--- config.mk ---
export PLATFORM = sky130hd
export DESIGN_NAME = reading_trigger_control
export DESIGN_NICKNAME = d
export VERILOG_FILES = /design/src/rtl/reading_trigger_pkg.sv /design/src/rtl/reading_trigger_control.sv
export SDC_FILE = /design/constraint.sdc
export NUM_CORES = 1
export LEC_CHECK = 0
export BUFFER_PORTS_ARGS = -buffer_cell sky130_fd_sc_hd__buf_2
export CAP_MARGIN = 20
export CORE_MARGIN = 3
export CORE_UTILIZATION = 55
export DETAILED_ROUTE_END_ITERATION = 10
export PLACE_DENSITY = 0.79
export SYNTH_ARGS = -nofsm -noshare
export SYNTH_HDL_FRONTEND = slang
export SYNTH_SLANG_ARGS = --single-unit
--- constraint.sdc ---
create_clock -name core_clk_i -period 3.4 [get_ports core_clk_i]
set_clock_uncertainty 0.15 [all_clocks]
set_input_delay 0.17 -clock core_clk_i [delete_from_list [all_inputs] [get_ports core_clk_i]]
set_output_delay 0.17 -clock core_clk_i [all_outputs]
set_load 0.01 [all_outputs]
--- src/rtl/reading_trigger_pkg.sv ---
// Purpose: Constants and types for the reading trigger control block
// Assumes: 100 MHz core clock, scan timing given by a scan strobe input
// Notes: Times are in their own unit with derived cycle counts
package reading_trigger_pkg;
  localparam int unsigned CLK_HZ = 100_000_000;
  localparam logic [4:0] POLL_INTERVAL_SCANS = 5'h14;
  localparam logic [4:0] POLL_COUNT_RESET = 5'h00;
  localparam int unsigned START_DELAY_MS = 25;
  localparam int unsigned START_DELAY_CYCLES = (CLK_HZ / 1000) * START_DELAY_MS;
  localparam int unsigned SELFTEST_MS = 100;
  localparam int unsigned SELFTEST_CYCLES = (CLK_HZ / 1000) * SELFTEST_MS;
  localparam int unsigned BEEP_MS = 100;
  localparam int unsigned BEEP_CYCLES = (CLK_HZ / 1000) * BEEP_MS;
  localparam logic [1:0] BEEPS_AFTER_TEST = 2'h1;
  localparam logic [1:0] BEEPS_READY = 2'h2;
  localparam logic TRIG_SRC_SENSOR = 1'b0;
  localparam logic TRIG_SRC_REFLECTOR = 1'b1;
  localparam logic TRIG_SRC_RESET = TRIG_SRC_SENSOR;
  localparam logic [31:0] REFLECTOR_RESULT_TAG = 32'h5245504f;
  localparam logic [23:0] TIMER_RESET = 24'h000000;

  typedef enum logic [2:0] {
    PWR_SELFTEST,
    PWR_BEEP_ONE,
    PWR_PAUSE,
    PWR_BEEP_TWO,
    PWR_GAP,
    PWR_BEEP_THREE,
    PWR_READY
  } power_state_t;

  typedef enum logic [1:0] {
    POLL_ARM,
    POLL_IDLE,
    POLL_OPEN
  } poll_state_t;
endpackage

--- src/rtl/reading_trigger_control.sv ---
// Purpose: Opens and closes the reading pulse from sensor or reflector polling
// Assumes: Inputs synchronous to core_clk_i; scan_strobe_i pulses once per scan
// Notes: Decoding itself sits outside; this block gates and frames it
`timescale 1ns/1ps
module reading_trigger_control
  import reading_trigger_pkg::*;
#(
  parameter int unsigned SELFTEST_LEN = SELFTEST_CYCLES,
  parameter int unsigned BEEP_LEN = BEEP_CYCLES
)
(
  input wire logic core_clk_i,
  input wire logic reset_i,
  input wire logic trig_src_reflector_i,
  input wire logic quality_mode_i,
  input wire logic sensor_i,
  input wire logic scan_strobe_i,
  input wire logic reflector_seen_i,
  input wire logic selftest_ok_i,
  input wire logic code_valid_i,
  input wire logic [31:0] code_data_i,
  input wire logic code_is_reflector_i,
  output logic reading_pulse_o,
  output logic laser_on_o,
  output logic decode_enable_o,
  output logic result_valid_o,
  output logic [31:0] result_data_o,
  output logic [31:0] result_tag_o,
  output logic beeper_o,
  output logic ready_o
);
  power_state_t power_state, next_power_state;
  logic [23:0] power_timer, next_power_timer;
  logic trig_src, next_trig_src;
  poll_state_t poll_state, next_poll_state;
  logic [4:0] scan_count, next_scan_count;
  logic pulse, next_pulse;
  logic result_valid, next_result_valid;
  logic [31:0] result_data, next_result_data;
  logic [31:0] result_tag, next_result_tag;
  logic [31:0] held_data, next_held_data;
  logic held, next_held;
  logic poll_scan;
  logic ready;
  logic refl_close;
  logic beep_done;

  assign ready = (power_state == PWR_READY);
  // Laser forced on only on the check scan; reading pulse drives it otherwise
  assign poll_scan = scan_strobe_i && (scan_count == POLL_INTERVAL_SCANS - 5'h01);
  assign refl_close = ready && (trig_src == TRIG_SRC_REFLECTOR) && (poll_state == POLL_OPEN)
                      && scan_strobe_i && reflector_seen_i;
  assign beep_done = (power_timer >= 24'(BEEP_LEN));

  // Power-up sequence
  always_comb
  begin
    next_power_state = power_state;
    next_power_timer = power_timer + 24'h000001;
    unique case (power_state)
      PWR_SELFTEST:
      begin
        // Stays here on a failed test; no beep means fault
        if (power_timer >= 24'(SELFTEST_LEN) && selftest_ok_i)
        begin
          next_power_state = PWR_BEEP_ONE;
          next_power_timer = TIMER_RESET;
        end
      end
      PWR_BEEP_ONE:
      begin
        if (beep_done)
        begin
          next_power_state = PWR_PAUSE;
          next_power_timer = TIMER_RESET;
        end
      end
      PWR_PAUSE:
      begin
        if (beep_done)
        begin
          next_power_state = PWR_BEEP_TWO;
          next_power_timer = TIMER_RESET;
        end
      end
      PWR_BEEP_TWO:
      begin
        if (beep_done)
        begin
          next_power_state = PWR_GAP;
          next_power_timer = TIMER_RESET;
        end
      end
      PWR_GAP:
      begin
        if (beep_done)
        begin
          next_power_state = PWR_BEEP_THREE;
          next_power_timer = TIMER_RESET;
        end
      end
      PWR_BEEP_THREE:
      begin
        if (beep_done)
        begin
          next_power_state = PWR_READY;
          next_power_timer = TIMER_RESET;
        end
      end
      PWR_READY:
      begin
        next_power_timer = power_timer;
      end
      default:
      begin
        next_power_state = PWR_SELFTEST;
        next_power_timer = TIMER_RESET;
      end
    endcase
  end

  always_ff @(posedge core_clk_i)
  begin
    if (reset_i)
    begin
      power_state <= PWR_SELFTEST;
      power_timer <= TIMER_RESET;
    end
    else
    begin
      power_state <= next_power_state;
      power_timer <= next_power_timer;
    end
  end

  // Trigger source
  always_comb
  begin
    next_trig_src = trig_src;
    // Source only changes between pulses, so only a change in the cycle a pulse opens can cut it
    if (!pulse)
    begin
      next_trig_src = trig_src_reflector_i ? TRIG_SRC_REFLECTOR : TRIG_SRC_SENSOR;
    end
  end

  always_ff @(posedge core_clk_i)
  begin
    if (reset_i)
    begin
      trig_src <= TRIG_SRC_RESET;
    end
    else
    begin
      trig_src <= next_trig_src;
    end
  end

  // Scan counter
  always_comb
  begin
    next_scan_count = scan_count;
    // Held clear until reading mode, so the first check is a full interval in
    if (!ready)
    begin
      next_scan_count = POLL_COUNT_RESET;
    end
    else if (refl_close)
    begin
      next_scan_count = POLL_COUNT_RESET;
    end
    else if (scan_strobe_i)
    begin
      next_scan_count = poll_scan ? POLL_COUNT_RESET : scan_count + 5'h01;
    end
  end

  always_ff @(posedge core_clk_i)
  begin
    if (reset_i)
    begin
      scan_count <= POLL_COUNT_RESET;
    end
    else
    begin
      scan_count <= next_scan_count;
    end
  end

  // Trigger state
  always_comb
  begin
    next_poll_state = poll_state;
    next_pulse = 1'b0;
    if (!ready)
    begin
      next_poll_state = POLL_ARM;
    end
    else if (trig_src == TRIG_SRC_SENSOR)
    begin
      next_pulse = sensor_i;
      next_poll_state = POLL_ARM;
    end
    else
    begin
      unique case (poll_state)
        POLL_ARM:
        begin
          if (poll_scan && reflector_seen_i)
          begin
            next_poll_state = POLL_IDLE;
          end
        end
        POLL_IDLE:
        begin
          // Decided on the check scan itself, well inside the start bound
          if (poll_scan && !reflector_seen_i)
          begin
            next_poll_state = POLL_OPEN;
            next_pulse = 1'b1;
          end
        end
        POLL_OPEN:
        begin
          next_pulse = 1'b1;
          // Laser runs every scan while open, so any scan can close it
          if (refl_close)
          begin
            next_poll_state = POLL_IDLE;
            next_pulse = 1'b0;
          end
        end
      endcase
    end
  end

  always_ff @(posedge core_clk_i)
  begin
    if (reset_i)
    begin
      poll_state <= POLL_ARM;
      pulse <= 1'b0;
    end
    else
    begin
      poll_state <= next_poll_state;
      pulse <= next_pulse;
    end
  end

  // Result framing
  always_comb
  begin
    next_result_valid = 1'b0;
    next_result_data = result_data;
    next_result_tag = result_tag;
    next_held_data = held_data;
    next_held = held;
    // Only the last code of a pulse is kept; no buffer for more
    if (pulse && code_valid_i && !code_is_reflector_i)
    begin
      next_held_data = code_data_i;
      next_held = 1'b1;
    end
    // Not in the cycle a pulse opens, so a report never overlaps a pulse
    if (!pulse && !next_pulse && held == 1'b0 && quality_mode_i && ready
        && code_valid_i && code_is_reflector_i)
    begin
      next_result_valid = 1'b1;
      next_result_data = code_data_i;
      next_result_tag = REFLECTOR_RESULT_TAG;
    end
    // A code arriving on the closing cycle still makes it out
    if (pulse && !next_pulse && next_held)
    begin
      next_result_valid = 1'b1;
      next_result_data = next_held_data;
      next_result_tag = 32'h00000000;
      next_held = 1'b0;
    end
  end

  always_ff @(posedge core_clk_i)
  begin
    if (reset_i)
    begin
      result_valid <= 1'b0;
      result_data <= 32'h00000000;
      result_tag <= 32'h00000000;
      held_data <= 32'h00000000;
      held <= 1'b0;
    end
    else
    begin
      result_valid <= next_result_valid;
      result_data <= next_result_data;
      result_tag <= next_result_tag;
      held_data <= next_held_data;
      held <= next_held;
    end
  end

  assign reading_pulse_o = pulse;
  assign decode_enable_o = pulse || quality_mode_i;
  assign laser_on_o = pulse || (ready && trig_src == TRIG_SRC_REFLECTOR && poll_scan);
  assign result_valid_o = result_valid;
  assign result_data_o = result_data;
  assign result_tag_o = result_tag;
  assign beeper_o = (power_state == PWR_BEEP_ONE) || (power_state == PWR_BEEP_TWO)
                    || (power_state == PWR_BEEP_THREE);
  assign ready_o = ready;
endmodule

==> impl_metrics.toml <==
[outcome]
status = "complete, no violations"

[timing]
hold-worst-slack_ns = 0.120
fin_crit_sh = 0.816
setup-violations-final = 0
max_freq_mhz = 360
final_max_slew_viol_count = 0
grt_setup_unrepaired = "no"
slew-limit-headroom = 0.368
tightest_slew_ns = 0.945
fin_setup_tns_ns = 0
fin_crit_ns = 2.77
hold_viol = 0

[setup_path]
worst_setup_path_start_kind = "flop"
cpMaxStageDelayCell = "dfxtp_1"
worst-path-buf-inv = 1
critPathKind = "reg -> reg"
crit_chain = "nand3b_4 -> o2111a_1 -> o31a_1 -> nor3b_4 -> buf_4 -> a21oi_1 -> a221oi_1"
cp_top_family = "compound AO/OA/AOI/OAI gates"
required_ns = 3.51
worstPathMaxFanout = 49
critPathMaxStageDelay_ns = 0.59
crit_path_end_kind = "flop"
worstPathArrival_ns = 2.89

[clock_tree]
numCtsBuffers = 9
clk_latency_ns = 0.37
htreeDepth = 3
cts_tree = "done"
clock-sinks = 103
cts_resized = 0
root_buffer = "clkbuf_8"
clock_path_buffers = 2
cts.reportedPaths.clkPinSlew_ns = 0.10

[global_route]
grt_pass1_vias = 3946
top_usage_layer = "met2"
overflow = 0
met2_usage = 0.377
grt_util_met1 = 0.266
grt_max_degree = 74
antenna_found_initial = 0
grt_pass1_wl_um = 17800
grt_use_total = 0.218
grt_use_met3 = 0.0463

[floorplanning]
top_level_ports = 112
core-area_sq_mm = 0.00834
die_x_um = 99.2
fp-row-count = 33
initial_utilization = 0.572
dieArea_sq_mm = 0.00983
die_h_um = 99.2

[final_layout]
layout-drive-gt1-share = 0.213
final_common_cell = "dfxtp_1"
fillers = 658
fin_nets = 687
regArea_sq_mm = 0.00206
multi_input_area_sq_mm = 0.00236
final_cell_mix = "103 x dfxtp_1, 92 x buf_2, 65 x nand2_1"
syn_to_final_growth_pct = 19.2

[yosys]
synth_area_leaders = "dfxtp_1 43%, mux2i_1 7.8%, nand2_1 5.1%"
yosys.area.top_type = "dfxtp_1"
async_reset_ff_frac = 0
synth-seq-cells = 103
yosysWarnings = 0
synth_ff_type = "dfxtp_1"
synth_top_area_share = 0.432
ys_seq_area_frac = 0.432
synth_edf_count = 0
yosysUniqueCellTypes = 54
synth.avg_cell_area_sq_um = 8.84
syn-cell-area_sq_mm = 0.00477
postSynthCellCount = 540

[placement]
dp_hpwl_um = 7010
portBuffers = 92
routabilityCongestion = 0.828

[run]
cap_viol_max_count = 0

[pwr]
p_per_area_mw_per_mm2 = 377
power_leakage_nw = 2.56
ir_worst_vdd_v = 0.000243

[route]
drc = 0
first_iter_violations = 229
via_per_inst = 5.58
dr_total_vias = 4187
routed_wl_um = 10900
drtAntennaViolNets = 0
drtPass1Iterations = 4
wl_per_cell_um = 14.5

[hold_path]
hp-class = "in -> reg"
## Yosys cell counts (all sizes together), types with 4 or more instances
| cell | n |
|---|---|
| a21oi | 46 |
| a221oi | 32 |
| a22o | 6 |
| a31oi | 12 |
| and2 | 5 |
| buf | 52 |
| clkbuf | 16 |
| dfxtp | 103 |
| ha | 6 |
| inv | 9 |
| mux2i | 37 |
| nand2 | 65 |
| nand3 | 17 |
| nand4 | 7 |
| nor2 | 50 |
| nor2b | 5 |
| nor3 | 10 |
| o21ai | 10 |
| or2 | 4 |
## metrics by stage
step | power [mW] | cells | area [sq um] | utilization | setup slack [ns]
after detailed placement | 1.34 | 697 | 5120 | 0.614 | 0.760
after CTS | 2.17 | 749 | 5690 | 0.682 | 0.730
after floorplan | 1.32 | 558 | 4840 | - | 1.18
final | 2.14 | 750 | 5690 | 0.682 | 0.626
after global routing | 2.23 | 749 | 5690 | 0.682 | 0.412
after global placement | 1.34 | 697 | 5120 | 0.614 | 0.884
## per-layer routing
layer,wire (um),share of wire
met1,4710,0.43
met2,5390,0.49
met3,581,0.053
met4,226,0.021
met5,0,0
## path summary, 6_finish.rpt
| check | startpoint | endpoint | slack (ns) | cells past startpoint |
|---|---|---|---|---|
| worst min register to register | result_data_o[26]$_SDFFE_PP0P_ | result_data_o[26]$_SDFFE_PP0P_ | 0.34 | 2 |
| worst max-delay path | power_state[1]$_SDFFE_PP0P_ | result_data_o[13]$_SDFFE_PP0P_ | 0.63 | 7 |
| worst max register to register | power_state[1]$_SDFFE_PP0P_ | result_data_o[13]$_SDFFE_PP0P_ | 0.63 | 7 |
| worst min-delay path | sensor_i | reading_pulse_o$_SDFF_PP0_ | 0.12 | 4 |
## what timing repair did
action	CTS	global route
hold buffers	36	0
setup endpoints to repair	0	0
hold endpoints to repair	69	0
setup buffers	0	0
## flip-flops by register name, indices dropped and copies added, names as in the netlist, 2 cells and up
| signal | count |
|---|---|
| poll_state | 2 |
| result_data_o | 32 |
| power_state | 3 |
| power_timer | 24 |
| scan_count | 5 |
| held_data | 32 |
## power breakdown
group	switching [mW]	internal (mW)
clock network	0.426	0.371
logic	0.0624	0.0603
registers	0.0106	1.21
## cell type report
type | instances | area share
Multi-Input combinational cell | 378 | 0.414
Tap cell | 105 | 0.0231
Clock buffer | 10 | 0.0242
Clock inverter | 6 | 0.0128
Timing Repair Buffer | 138 | 0.157
Antenna cell | 1 | 0.000440
Inverter | 9 | 0.00594
Sequential cell | 103 | 0.362
## logic make-up (layout without fill, tap and decap cells)
group | after synthesis | count (layout) | share of synthesized area
XOR/XNOR | 6 | 6 | 0.0110
other | 1 | 20 | 0.000786
adder cells (fa/ha/maj) | 6 | 6 | 0.0157
AO/OA/AOI/OAI | 124 | 124 | 0.183
buffers and inverters | 77 | 163 | 0.0912
multiplexers | 38 | 38 | 0.0799
AND/OR/NAND/NOR | 185 | 185 | 0.186
flip-flops | 103 | 103 | 0.432
## worst register-to-register path: stages, from the launching register on
cell and delay (ns):
dfxtp_1 0.59, nand3b_4 0.15, o2111a_1 0.28, o31a_1 0.32, nor3b_4 0.19, buf_4 0.46, a21oi_1 0.16, a221oi_1 0.37
Power figures use the tool's default switching activity.
